$ cat src/hcs_pkg.sv
// Package of constants and types for the halt release and clock stop controller.
package hcs_pkg;

	// ---------------------------------------------------------------
	// Operand and field layout
	// ---------------------------------------------------------------
	localparam int STOP_OPERAND_W = 4;
	localparam logic [3:0] STOP_OPERAND_ZERO = 4'h0;
	localparam int REL_SEL_W = 3;
	localparam int REL_INT_BIT = 2;
	localparam int REL_TMR_BIT = 1;
	localparam int REL_KEY_BIT = 0;

	// ---------------------------------------------------------------
	// Reset values and timing
	// ---------------------------------------------------------------
	localparam logic [2:0] REL_SEL_RESET = 3'h0;
	localparam int CTRL_W = 8;
	localparam logic [7:0] CTRL_INIT = 8'h00;
	localparam int CLK_MHZ = 125;
	localparam int TIMER_CARRY_US = 1000;
	localparam int TIMER_CARRY_CYCLES = TIMER_CARRY_US * CLK_MHZ;

	typedef enum logic [1:0] {
		HCS_RUN,
		HCS_HALT,
		HCS_STOP,
		HCS_STOP_LOOP
	} hcs_state_t;

endpackage

$ cat src/hcs_standby.sv
// Halt release and clock stop controller of the processor core.
// ---------------------------------------------------------------
// Notes on behaviour
// - Leave halt on any selected release condition.
// - Flags and vector identify the release cause.
// - Pending timer carry releases halt at once.
// - Stop instruction halts the crystal oscillator.
// - Stop acts only while chip enable low.
// - Chip enable rising edge ends clock stop.
// - Clock stop suspends processor and peripherals.
// - Power-fail detector idle during clock stop.
// - Power-on reset ends stop, enables detector.
// - Ignored stop loop resets on timer carry.
// - Stop loads control defaults, halt keeps them.
// - Halt stops execution only, peripherals run.
// ---------------------------------------------------------------
`timescale 1ns/100ps
module hcs_standby #(
	parameter int TIMER_PERIOD = hcs_pkg::TIMER_CARRY_CYCLES
) (
	input wire logic SYS_CLK,
	input wire logic RST_N,
	input wire logic HALT_EXEC,
	input wire logic [hcs_pkg::REL_SEL_W-1:0] HALT_SEL,
	input wire logic STOP_EXEC,
	input wire logic [hcs_pkg::STOP_OPERAND_W-1:0] STOP_OPERAND,
	input wire logic CE_PIN,
	input wire logic POWER_ON_RESET,
	input wire logic EXTERNAL_INTERRUPT_PIN,
	input wire logic KEY_INPUT,
	input wire logic TIMER_CARRY_CLEAR,
	input wire logic KEY_LATCH_CLEAR,
	input wire logic INTERRUPT_ACK,
	input wire logic CTRL_WRITE,
	input wire logic [hcs_pkg::CTRL_W-1:0] CTRL_WDATA,
	output logic TIMER_CARRY_FLAG,
	output logic KEY_LATCH_FLAG,
	output logic INTERRUPT_VECTOR_REQ,
	output logic CPU_RUN,
	output logic PERIPH_RUN,
	output logic OSC_ENABLE,
	output logic CE_RESET,
	output logic POWER_FAIL_DETECT_ENABLE,
	output logic STOP_OPERAND_BAD,
	output logic [hcs_pkg::CTRL_W-1:0] CTRL_REG,
	output logic [hcs_pkg::REL_SEL_W-1:0] HALT_SEL_ACTIVE
);

	// ---------------------------------------------------------------
	// Internal signals
	// ---------------------------------------------------------------
	hcs_pkg::hcs_state_t state;
	hcs_pkg::hcs_state_t next_state;
	logic carry;
	logic ce_rise;
	logic release_hit;
	logic stop_take;
	logic stop_ignored;
	logic in_run;
	logic in_halt;
	logic in_stop;
	logic in_loop;
	logic stop_entry;
	logic int_release;
	logic ce_release;
	logic loop_release;

	hcs_carry_timer #(
		.PERIOD(TIMER_PERIOD)
	) u_timer (
		.clk(SYS_CLK),
		.rst_n(RST_N),
		.run(PERIPH_RUN),
		.carry(carry)
	);

	hcs_ce_edge u_ce (
		.clk(SYS_CLK),
		.rst_n(RST_N),
		.ce(CE_PIN),
		.ce_rise(ce_rise)
	);

	// ---------------------------------------------------------------
	// Decoding helpers
	// ---------------------------------------------------------------
	// A cause counts only while its select bit is set in the latched selection.
	function automatic logic cause_hit(
		input logic [hcs_pkg::REL_SEL_W-1:0] sel,
		input logic int_req,
		input logic tmr_req,
		input logic key_req
	);
		cause_hit = (sel[hcs_pkg::REL_INT_BIT] & int_req) |
			(sel[hcs_pkg::REL_TMR_BIT] & tmr_req) |
			(sel[hcs_pkg::REL_KEY_BIT] & key_req);
	endfunction

	// The oscillator and every peripheral clock hang on this one decode.
	function automatic logic clock_stopped(
		input hcs_pkg::hcs_state_t st
	);
		clock_stopped = (st == hcs_pkg::HCS_STOP);
	endfunction

	// ---------------------------------------------------------------
	// State decode
	// ---------------------------------------------------------------
	assign in_run = (state == hcs_pkg::HCS_RUN);
	assign in_halt = (state == hcs_pkg::HCS_HALT);
	assign in_stop = clock_stopped(state);
	assign in_loop = (state == hcs_pkg::HCS_STOP_LOOP);

	// ---------------------------------------------------------------
	// Release causes
	// ---------------------------------------------------------------
	// The flag is examined as it stands, so a carry left set from before halt releases at once.
	assign release_hit = cause_hit(HALT_SEL_ACTIVE, EXTERNAL_INTERRUPT_PIN,
		TIMER_CARRY_FLAG | carry, KEY_LATCH_FLAG | KEY_INPUT);
	assign int_release = in_halt &
		cause_hit(HALT_SEL_ACTIVE, EXTERNAL_INTERRUPT_PIN, 1'b0, 1'b0);

	assign stop_take = STOP_EXEC & ~CE_PIN;
	assign stop_ignored = STOP_EXEC & CE_PIN;
	// Entry is judged in run only; a strobe in any other state is not an instruction.
	assign stop_entry = in_run & stop_take;

	// A power-on reset overrides both wake paths, so neither may also raise the reset pulse.
	assign ce_release = in_stop & ce_rise & ~POWER_ON_RESET;
	assign loop_release = in_loop & carry & ~POWER_ON_RESET;

	// ---------------------------------------------------------------
	// Sequencer
	// ---------------------------------------------------------------
	always_comb begin
		next_state = state;
		case (state)
			hcs_pkg::HCS_RUN: begin
				if (stop_take) begin
					next_state = hcs_pkg::HCS_STOP;
				end else if (stop_ignored) begin
					next_state = hcs_pkg::HCS_STOP_LOOP;
				end else if (HALT_EXEC) begin
					next_state = hcs_pkg::HCS_HALT;
				end
			end
			hcs_pkg::HCS_HALT: begin
				if (release_hit) begin
					next_state = hcs_pkg::HCS_RUN;
				end
			end
			hcs_pkg::HCS_STOP: begin
				if (ce_rise) begin
					next_state = hcs_pkg::HCS_RUN;
				end
			end
			hcs_pkg::HCS_STOP_LOOP: begin
				if (carry) begin
					next_state = hcs_pkg::HCS_RUN;
				end
			end
			default: begin
				next_state = hcs_pkg::HCS_RUN;
			end
		endcase
	end

	always_ff @(posedge SYS_CLK or negedge RST_N) begin
		if (!RST_N) begin
			state <= hcs_pkg::HCS_RUN;
		end else if (POWER_ON_RESET) begin
			state <= hcs_pkg::HCS_RUN;
		end else begin
			state <= next_state;
		end
	end

	// A halt instruction latches its release selection for the whole halt.
	always_ff @(posedge SYS_CLK or negedge RST_N) begin
		if (!RST_N) begin
			HALT_SEL_ACTIVE <= hcs_pkg::REL_SEL_RESET;
		end else if (in_run && HALT_EXEC && !STOP_EXEC) begin
			HALT_SEL_ACTIVE <= HALT_SEL;
		end
	end

	// ---------------------------------------------------------------
	// Run enables and reset pulse
	// ---------------------------------------------------------------
	assign CPU_RUN = in_run;
	assign PERIPH_RUN = ~in_stop;
	assign OSC_ENABLE = ~in_stop;

	always_ff @(posedge SYS_CLK or negedge RST_N) begin
		if (!RST_N) begin
			CE_RESET <= 1'b0;
		end else begin
			CE_RESET <= ce_release | loop_release;
		end
	end

	// The detector stays off through stop so memory survives a low supply.
	always_ff @(posedge SYS_CLK or negedge RST_N) begin
		if (!RST_N) begin
			POWER_FAIL_DETECT_ENABLE <= 1'b1;
		end else if (POWER_ON_RESET) begin
			POWER_FAIL_DETECT_ENABLE <= 1'b1;
		end else if (stop_entry) begin
			POWER_FAIL_DETECT_ENABLE <= 1'b0;
		end
	end

	// Only flagged, never corrected: the operand is software's to get right.
	always_ff @(posedge SYS_CLK or negedge RST_N) begin
		if (!RST_N) begin
			STOP_OPERAND_BAD <= 1'b0;
		end else if (STOP_EXEC && in_run) begin
			STOP_OPERAND_BAD <= (STOP_OPERAND != hcs_pkg::STOP_OPERAND_ZERO);
		end
	end

	// ---------------------------------------------------------------
	// Control register
	// ---------------------------------------------------------------
	always_ff @(posedge SYS_CLK or negedge RST_N) begin
		if (!RST_N) begin
			CTRL_REG <= hcs_pkg::CTRL_INIT;
		end else if (POWER_ON_RESET || stop_entry) begin
			CTRL_REG <= hcs_pkg::CTRL_INIT;
		end else if (CTRL_WRITE && in_run) begin
			CTRL_REG <= CTRL_WDATA;
		end
	end

	// ---------------------------------------------------------------
	// Cause flags
	// ---------------------------------------------------------------
	// Set wins over clear so a carry in the clearing cycle is not lost.
	always_ff @(posedge SYS_CLK or negedge RST_N) begin
		if (!RST_N) begin
			TIMER_CARRY_FLAG <= 1'b0;
		end else if (carry) begin
			TIMER_CARRY_FLAG <= 1'b1;
		end else if (TIMER_CARRY_CLEAR) begin
			TIMER_CARRY_FLAG <= 1'b0;
		end
	end

	always_ff @(posedge SYS_CLK or negedge RST_N) begin
		if (!RST_N) begin
			KEY_LATCH_FLAG <= 1'b0;
		end else if (KEY_INPUT && PERIPH_RUN) begin
			KEY_LATCH_FLAG <= 1'b1;
		end else if (KEY_LATCH_CLEAR) begin
			KEY_LATCH_FLAG <= 1'b0;
		end
	end

	always_ff @(posedge SYS_CLK or negedge RST_N) begin
		if (!RST_N) begin
			INTERRUPT_VECTOR_REQ <= 1'b0;
		end else if (int_release) begin
			INTERRUPT_VECTOR_REQ <= 1'b1;
		end else if (INTERRUPT_ACK) begin
			INTERRUPT_VECTOR_REQ <= 1'b0;
		end
	end

endmodule

$ cat src/hcs_carry_timer.sv
// Periodic timer that raises a one-cycle carry pulse.
`timescale 1ns/100ps
module hcs_carry_timer #(
	parameter int PERIOD = hcs_pkg::TIMER_CARRY_CYCLES
) (
	input wire logic clk,
	input wire logic rst_n,
	input wire logic run,
	output logic carry
);
	localparam int W = $clog2(PERIOD + 1);
	logic [W-1:0] count;

	// The timer is a peripheral, so it keeps counting in halt; it returns to zero at the end of each period, and when run drops.
	always_ff @(posedge clk or negedge rst_n) begin
		if (!rst_n) begin
			count <= '0;
			carry <= 1'b0;
		end else if (!run) begin
			count <= '0;
			carry <= 1'b0;
		end else if (count == W'(PERIOD - 1)) begin
			count <= '0;
			carry <= 1'b1;
		end else begin
			count <= count + W'(1);
			carry <= 1'b0;
		end
	end
endmodule

$ cat src/hcs_ce_edge.sv
// Rising edge detector for the chip-enable pin.
`timescale 1ns/100ps
module hcs_ce_edge (
	input wire logic clk,
	input wire logic rst_n,
	input wire logic ce,
	output logic ce_rise
);
	logic ce_last;

	// Starting from the idle high level means a pin held high through reset is not taken as an edge.
	always_ff @(posedge clk or negedge rst_n) begin
		if (!rst_n) begin
			ce_last <= 1'b1;
		end else begin
			ce_last <= ce;
		end
	end

	assign ce_rise = ce & ~ce_last;
endmodule

$ cat config.mk
export PLATFORM = sky130hd
export DESIGN_NAME = hcs_standby
export DESIGN_NICKNAME = d
export VERILOG_FILES = /design/src/hcs_pkg.sv /design/src/hcs_standby.sv /design/src/hcs_carry_timer.sv /design/src/hcs_ce_edge.sv
export SDC_FILE = /design/constraint.sdc
export NUM_CORES = 1
export LEC_CHECK = 0
export BUFFER_PORTS_ARGS = -buffer_cell sky130_fd_sc_hd__buf_2
export CORE_MARGIN = 3
export CORE_UTILIZATION = 35
export CTS_BUF_LIST = sky130_fd_sc_hd__clkbuf_4
export CTS_CLUSTER_DIAMETER = 60
export DETAILED_ROUTE_END_ITERATION = 16
export SYNTH_ARGS = -nofsm -noshare
export SYNTH_HDL_FRONTEND = slang
export SYNTH_SLANG_ARGS = --single-unit
$ cat constraint.sdc
create_clock -name SYS_CLK -period 2 [get_ports SYS_CLK]
set_input_delay 0.1 -clock SYS_CLK [delete_from_list [all_inputs] [get_ports SYS_CLK]]
set_output_delay 0.1 -clock SYS_CLK [all_outputs]
set_load 0.01 [all_outputs]
* Word level (Yosys, flattened, before mapping)
Index checks and enable logic that the tools add are counted.
** Storage, ports and cells
- Flip-flop bits (word level) :: 38
- Input bits :: 27
- Output and inout bits :: 20
- Logic and storage cells :: 79
** Operators by class
- Add/subtract/negate cells :: 1
- Eq/ne operators :: 8
- Mux-type cells :: 22
- Bitwise operators :: 21
- Reductions and logical operators :: 15
** Operators by type and width (count)
- $mux 17 :: 2
- $add 17x1->17 const B :: 1
- $eq 17x17->1 const B :: 1
- $mux 8 :: 2
- $mux 2 :: 7
- $and 1x1->1 :: 12
- $mux 1 :: 10
- $reduce_bool 2->1 :: 5
- $pmux 2 s4 :: 1
- $ne 3x3->1 const B :: 2
- $logic_and 1x1->1 :: 5
- $ne 5x5->1 const B :: 1
- $or 1x1->1 :: 5
- $eq 2x2->1 const B :: 2
- $not 1->1 :: 4
- $reduce_and 4->1 :: 1
- $reduce_bool 4->1 :: 1
- $ne 3x2->1 const B :: 1
- $eq 2x1->1 const B :: 1
- $logic_not 2->1 :: 1
- $logic_not 1->1 :: 1
- $logic_or 1x1->1 :: 1

* Longest topological paths before layout
Gate-level depths: netlist (run 1).
- Depth after elaboration :: 7
- Gate-level depth with buffers :: 7
- Depth with buffers taken out :: 5

* By module
From an unflattened synthesis (run 1), not the netlist that was laid out.
** Unflattened totals
- Cell total of the unflattened synthesis :: 174
- Area, all modules :: 1756.7 µm²
** By module, submodules not included
- hcs_carry_timer :: times used 1, cells an instance 88, area each 878.3 µm², seq. area each 450.4 µm²
- hcs_standby :: times used 1, cells an instance 84, area each 838.3 µm², seq. area each 476.7 µm²
- hcs_ce_edge :: times used 1, cells an instance 2, area each 40.0 µm², seq. area each 26.3 µm²

* Worst setup path before layout (run 1)
No wires, ideal clock.
- Kind :: register to register
- Start point :: register u_timer.count[0]
- End point :: register u_timer.count[10]
- Setup time :: 0.121 ns
- Arrival :: 1.399 ns
- Required time :: 1.879 ns
- Slack :: 0.480 ns
- Cell stages (with the launch flop) :: 8
- Buffers on the path :: 2
- Period minus slack after synthesis :: 1.520 ns
- Cell sequence :: dfrtp_1 > ha_1 > buf_2 > nand4_1 > nand4b_1 > nand2_1 > buf_2 > nor2_1
** Between the ends
- Cells in the longest elaborated chain, start to end :: 3
- Elaborated cells on any way between the ends :: 4
- Those cells by class :: add/sub (1); eq/ne (1); mux (2)
** RTL lines
- start: declaration :: RTL line hcs_carry_timer.sv:12 : logic [W-1:0] count;
- start signal: assignment :: RTL line hcs_carry_timer.sv:26 : count <= count + W'(1);
- $add 17x1->17 / $eq 17x17->1 (equally long branches) :: RTL line hcs_carry_timer.sv:26, hcs_carry_timer.sv:22
- $mux 17 * :: RTL line hcs_carry_timer.sv:22 : end else if (count == W'(PERIOD - 1)) begin
- $mux 17 * :: RTL line hcs_carry_timer.sv:19 : end else if (!run) begin
Mark *: on every way between the ends. The rest lies on a longest branch, timed or not.
A chain may end at the register's enable or synchronous reset.

* Worst setup path in the final report (run 1)
- Start point :: register u_timer.count[0]
- End point :: register u_timer.count[6]
The elaborated chain is that of the path after synthesis.

==> impl_results.md, run 1 <==
* Iteration-0 DRC Markers at 80
* Setup Skew at approximately 0.013 ns
* Post-CTS Setup Inserts at 0
* Synth Flop Type: dfrtp_1
* Fin. max-slew vios at 0
* Dpl hpwl at 2650 um
* WP buf/inv at 1
* Async SR Flop Fraction at 100%
* Core Rows at 25
* Mapped Cells at 174
* Critical path launch point type: flop
* First-pass GRT wire length at 6790 um
* Routed length per instance at between 10 and 15 um
* Non-Filler Instances at 307
* EDFF count, synth at 0
* Die H at 76.7 um
* Hold Slack at between 0.015 and 0.02 ns
* Clk_lat worst skew at 0.33 ns
* Leading area contributor after synthesis: dfrtp_1
* CTS tree: built
* Crit path max-delay family: simple AND/OR/NAND/NOR gates
* Worst slew pin tran at 0.816 ns
* Nets at 267
* Antenna-violating nets left at 0
* Yosys warns at 0
* Peak supply drop at 0.600 mV
* Dpl cell area at between 2000 and 2500 um2
* CP max stage delay at between 0.4 and 0.5 ns
* Worst Hold Class: in -> reg
* Via density at 4.70
* Initial core utilization at 36.6%
* Max clock buf depth at 2
* Critical-path top delay cell: dfrtp_1
* Layout cells sized above 1 at between 20 and 30%
* PortBufs at 46
* Root buffer cell: clkbuf_4
* Largest net degree at the start of global routing at 39
* Post-Synthesis Cell Area at 1750 um2
* Finished Cell Area at roughly 2300 um2
* Worst slew margin at ~46%
* Final Cycle Share at 80.9%
* Number of global-route vias before repair at between 1.5k and 2k
* Most common cell after layout, fill and taps aside: buf_2
* Sequential fraction of the synthesis area at 54.5%
* DR vias at approximately 1.4k
* DR DRC count at 0
* Setup WS post-layout at 0.382 ns
* Post-Syn Area per Cell at 10.1 um2
* P_leak at approximately 1.1 nW
* CP Class: reg -> reg
* Worst path required time at 2.23 ns
* Clock-pin slew on the worst setup and hold paths at between 0.1 and 0.15 ns
* GRT Total Usage at 14.0%
* Antenna violations before repair at 0
* Fmax at around 600 MHz
* Final Util at 47.9%
* MaxCap Viol Count at 0
* Maximum fanout along the worst path at 9
* Antenna diodes at 0
* Num CTS Buffers at 5
* Outcome: completed
* Setup Viol. Count Final at 0
* Period minus WS final at 1.62 ns
* CP cell instances: ha_1 -> nand4_1 -> nand4b_1 -> nand2_1 -> buf_4 -> nor2_1
* Pwr/cell area at 807 nW/um2
* Critical Path AT at ~1.9 ns
* RSZ-0062 raised after global routing: no
* Final wirelength at 3740 um
* Synthesized flop and latch total at 38
* Crit path capture type: flop
* H-tree level count at 2
* Final hold violations at 0
* Post-Syn Nets at 202
* Remaining Overflow, GRT at 0
* TritonRoute pass-1 iters at 4
* Largest cells by area after synthesis: dfrtp_1, nand2_1, xor2_1
* Die area at 5890 um2
* IO Pins at 47
* Setup Slack @ Placement at 0.419 ns
* Commonest non-fill, non-tap cells in the layout: buf_2, dfrtp_1, nand2_1
* P&R area growth vs syn at 30.9%
* Tot Pwr at roughly 1.8 mW
* Clk sinks at 38
* Post-Route Setup TNS at 0 ns
* Core area at approximately 4800 um2
* Placer's final routability congestion estimate at 0.793
* Placed instance count at 282
* Synth top area share at 51.5%
* Yosys cell types at 40
* Die W at ~77 um
## registers in the layout, indices dropped and copies added (netlist names)
name                      count
CTRL_REG                      8
CE_RESET                      1
POWER_FAIL_DETECT_ENABLE      1
state                         2
TIMER_CARRY_FLAG              1
HALT_SEL_ACTIVE               3
INTERRUPT_VECTOR_REQ          1
u_timer.count                17
KEY_LATCH_FLAG                1
u_timer.carry                 1
STOP_OPERAND_BAD              1
u_ce.ce_last                  1
## cells by family after synthesis
group	share of synthesized area [%]
AO/OA/AOI/OAI	9.51
XOR/XNOR	6.00
adder cells (fa/ha/maj)	0.715
buffers and inverters	3.14
flip-flops	54.5
multiplexers	1.93
AND/OR/NAND/NOR	24.2
## worst register-to-register path, delay by kind of cell, from the launching register on
family                     cells  cell delay (ns)
and+or+nand+nor                4             0.59
DFF                            1             0.42
adders and majority gates      1             0.33
buffers and inverters          1             0.17
## area by class of cell
type	count	area, um2
Fill cell	464	2490
Sequential cell	38	953
Multi-Input combinational cell	124	742
Timing Repair Buffer	65	415
Tap cell	67	83.8
Clock inverter	3	40.0
Clock buffer	5	37.5
Inverter	5	18.8
## power by group
part | switching [mW] | internal (mW)
Clock | 0.245 | 0.259
Sequential | 0.0866 | 0.862
Combinational | 0.211 | 0.187
Total | 0.542 | 1.31
## synthesized netlist by cell type, types with 2 or more instances
library cell / number
mux2_2: 3
o21ai_0: 7
and2_1: 2
a21o_1: 2
nor4_1: 3
a21oi_1: 13
nor2b_1: 2
nand4b_1: 2
buf_2: 5
nand2_1: 27
and3_1: 3
nand3_1: 7
and3_2: 2
nand4_1: 5
xor2_1: 11
inv_1: 5
dfstp_2: 2
dfrtp_1: 36
nor2_1: 16
## routing by layer
metal / track usage [%] / part of all wire [%] / vias up
met2: 23.7 / 48 / 34
li1: - / - / 735
met1: 17.9 / 47 / 671
met5: 0 / 0 / -
met3: 3.17 / 4.3 / 4
met4: 3.80 / 1.0 / 0
## final timing paths
| kind | startpoint | to | cells after the start | slack, ns |
|---|---|---|---|---|
| setup / recovery | u_timer.count[0] | u_timer.count[6] | 6 | 0.38 |
| hold / removal | TIMER_CARRY_CLEAR | TIMER_CARRY_FLAG | 3 | 0.02 |
| setup reg to reg | u_timer.count[0] | u_timer.count[6] | 6 | 0.38 |
| hold reg to reg | POWER_FAIL_DETECT_ENABLE | POWER_FAIL_DETECT_ENABLE | 2 | 0.49 |
| max in group asynchronous | RST_N | u_timer.count[1] | 2 | 1.08 |
| min in group asynchronous | RST_N | CTRL_REG[1] | 2 | 0.39 |
## timing repair
action,CTS,global route
setup endpoints to repair,0,0
gates resized for setup,0,0
endpoints found under the hold margin,52,0
hold buffers,17,0
Power figures use the tool's default switching activity.
==> inputs of run 2 (changes only) <==
ABC_AREA = 1   (was unset)
clock period = 1.4 ns   (was 2 ns; I/O delays follow)
==> impl_results.md, run 2 <==
* Crit path capture type: flop (unchanged)
* CTS tree: built (unchanged)
* Worst Hold Class: in -> reg (unchanged)
* CP Class: reg -> reg (unchanged)
* Top post-synthesis cells by count: nor2_1, nand2_1, dfrtp_1, inv_1 (was dfrtp_1, nand2_1, nor2_1, a21oi_1, xor2_1)
* Pwr/cell area at 1150 nW/um2 (was 807 nW/um2)
* Antenna violations before repair at 0 (unchanged)
* RSZ-0062 raised after global routing: yes (was no)
* Top-count cell post-synth: nor2_1 (was dfrtp_1)
* Die H at 79.7 um (was 76.7 um)
* Largest family of logic cells by synthesized area: simple AND/OR/NAND/NOR gates (unchanged)
* Antenna-violating nets left at 0 (unchanged)
* Die W at 79.7 um (was 76.7 um)
* Antenna diodes at 0 (unchanged)
* TritonRoute pass-1 iters at 4 (unchanged)
* IO Pins at 47 (unchanged)
* Async SR Flop Fraction at 100% (unchanged)
* Remaining Overflow, GRT at 0 (unchanged)
* DR DRC count at 0 (unchanged)
* Biggest register: u_timer.count (unchanged)
* First-pass GRT wire length at 7630 um (was 6790 um)
* Mapped Cells at 234 (was 174)
* Max reg flops at 17 (unchanged)
* Initial core utilization at 36.7% (was 36.6%)
* CP max stage delay at 0.43 ns (was 0.42 ns)
* Critical path launch point type: flop (unchanged)
* Post-Syn Area per Cell at 8.12 um2 (was 10.1 um2)
* Worst slew margin at 67.5% (was 45.6%)
* Core area at 5170 um2 (was 4790 um2)
* Iteration-0 DRC Markers at 93 (was 80)
* Post-Synth XOR/XNOR Area at 1.84% (was 6.00%)
* Yosys cell types at 29 (was 40)
* Critical-path top delay cell: dfrtp_1 (unchanged)
* MaxCap Viol Count at 0 (unchanged)
* Synth Area in Compound Gates at 7.31% (was 9.51%)
* P_leak at 1.28 nW (was 1.12 nW)
* Worst slew pin tran at 0.487 ns (was 0.816 ns)
* Synth top area share at 47.4% (was 51.5%)
* Commonest non-fill, non-tap cells in the layout: buf_2, nor2_1, nand2_1 (was buf_2, dfrtp_1, nand2_1)
* EDFF count, synth at 0 (unchanged)
* Final Cycle Share at 96.1% (was 80.9%)
* Die area at 6350 um2 (was 5890 um2)
* Clk sinks at 38 (unchanged)
* Yosys warns at 0 (unchanged)
* Leading area contributor after synthesis: dfrtp_1 (unchanged)
* Num CTS Buffers at 5 (unchanged)
* Synth Flop Type: dfrtp_1 (unchanged)
* Dpl hpwl at 3090 um (was 2650 um)
* Fin. max-slew vios at 0 (unchanged)
* Post-Synth Simple-Gate Area at 30.8% (was 24.2%)
* Final Util at 51.0% (was 47.9%)
* Post-Syn Nets at 262 (was 202)
* Setup Skew at 0.00944 ns (was 0.0128 ns)
* Max clock buf depth at 2 (unchanged)
* Outcome: completed (unchanged)
* Clock-pin slew on the worst setup and hold paths at 0.12 ns (about the same)
* Maximum fanout along the worst path at 4 (was 9)
* Nets at 347 (was 267)
* Fmax at 743 MHz (was 618 MHz)
* P&R area growth vs syn at 38.7% (was 30.9%)
* Synth Area in Adders at 0.658% (was 0.715%)
* Tot Pwr at 3.04 mW (was 1.85 mW)
* Worst path required time at 1.69 ns (was 2.23 ns)
* Post-Synthesis Cell Area at 1900 um2 (was 1750 um2)
* Layout cells sized above 1 at 31.9% (was 28.3%)
* Core Rows at 26 (was 25)
* CP cell instances: ha_4 -> nand2_4 -> nor2_4 -> nand2_4 -> nor2_4 -> nand2_2 -> nand2_1 -> nand2_1 -> nor2_1 (was ha_1 -> nand4_1 -> nand4b_1 -> nand2_1 -> buf_4 -> nor2_1)
* DR vias at 1,808 (was 1,444)
* Clk_lat worst skew at 0.35 ns (was 0.33 ns)
* Setup Viol. Count Final at 0 (unchanged)
* Final wirelength at 4630 um (was 3740 um)
* Final hold violations at 0 (unchanged)
* Largest cells by area after synthesis: dfrtp_1, nor2_1, nand2_1 (was dfrtp_1, nand2_1, xor2_1)
* Post-synthesis mux area share at 1.78% (was 1.93%)
* Number of global-route vias before repair at 1,691 (was 1,514)
* Most common cell after layout, fill and taps aside: buf_2 (unchanged)
* Largest net degree at the start of global routing at 39 (unchanged)
* Critical Path AT at 1.63 ns (was 1.85 ns)
* Peak supply drop at 0.630 mV (was 0.600 mV)
* H-tree level count at 2 (unchanged)
* Sequential fraction of the synthesis area at 50.2% (was 54.5%)
* Via density at 4.64 (was 4.70)
* Root buffer cell: clkbuf_4 (unchanged)
* GRT Total Usage at 15.3% (was 14.0%)
* Synthesized flop and latch total at 38 (unchanged)
* Largest regs: u_timer.count: 17 flops, CTRL_REG: 8 flops, HALT_SEL_ACTIVE: 3 flops (unchanged)
* Placer's final routability congestion estimate at 0.866 (was 0.793)
* PortBufs at 46 (unchanged)
* Routed length per instance at 11.9 um (was 12.2 um)
* Period minus WS final at 1.35 ns (was 1.62 ns)
==> run 2: path summary, 6_finish.rpt <==
path	to	start	slack [ns]	cells past startpoint
worst max-delay path	u_timer.count[10]	u_timer.count[0]	0.05	9
worst min-delay path	state[0]	STOP_EXEC	0.06	4
worst min register to register	POWER_FAIL_DETECT_ENABLE	POWER_FAIL_DETECT_ENABLE	0.47	2
min in group asynchronous	CTRL_REG[4]	RST_N	0.29	3
max in group asynchronous	u_timer.count[9]	RST_N	0.74	3
worst max register to register	u_timer.count[10]	u_timer.count[0]	0.05	9
==> run 2: kinds of logic after synthesis <==
logic type               after synthesis
AND/OR/NAND/NOR                      129
XOR/XNOR                               4
flip-flops                            38
multiplexers                           3
buffers and inverters                 34
AO/OA/AOI/OAI                         25
adder cells (fa/ha/maj)                1
==> run 2: timing repair <==
item,in CTS,in global routing
buffers inserted,1,7
pin swaps,0,6
gates resized for setup,2,18
hold buffers,21,0
hold endpoints to repair,53,0
endpoints found under the setup margin,2,22
==> run 2: final cells by class <==
| cell class | count | area [um2] |
|---|---|---|
| tap | 70 | 87.6 |
| fill | 480 | 2540 |
| sequential | 38 | 956 |
| multi-input combinational | 162 | 872 |
| clock buffer | 6 | 45.0 |
| timing repair buffer | 82 | 553 |
| inverter | 30 | 113 |
| clock inverter | 2 | 10.0 |
==> run 2: layer usage <==
metal	wire, um	global-route usage (%)	part of all wire, %	vias up
met5	0	0	0	-
met4	86	6.01	1.9	0
met3	275	3.84	5.9	9
met1	2100	18.7	45	821
met2	2170	25.8	47	59
li1	-	-	-	919
==> run 2: worst max-delay path, delay by kind of cell, from the launching register on <==
family                     cells  cell delay, ns
adders and majority gates      1            0.17
DFF                            1            0.43
and+or+nand+nor                8            0.68
==> run 2: metrics by stage <==
step / cells / TNS [ns] / hold slack [ns] / area (um2) / setup slack (ns)
5_1_grt: 390 / -0.0862 / 0.0527 / 2640 / -0.0214
6_report: 390 / 0 / 0.0615 / 2640 / 0.0541
3_5_place_dp: 353 / 0 / 0.155 / 2240 / 0.0121
2_1_floorplan: 234 / 0 / -0.226 / 1900 / 0.145
3_3_place_gp: 353 / 0 / 0.152 / 2240 / 0.0642
4_1_cts: 383 / 0 / 0.0418 / 2520 / 0.00133
==> run 2: report_power, final <==
| group | internal [mW] | total (mW) | leakage (nW) | switching (mW) |
|---|---|---|---|---|
| Combinational | 0.481 | 1.01 | 0.753 | 0.526 |
| Clock | 0.211 | 0.590 | 0.0354 | 0.379 |
| Sequential | 1.27 | 1.44 | 0.493 | 0.167 |
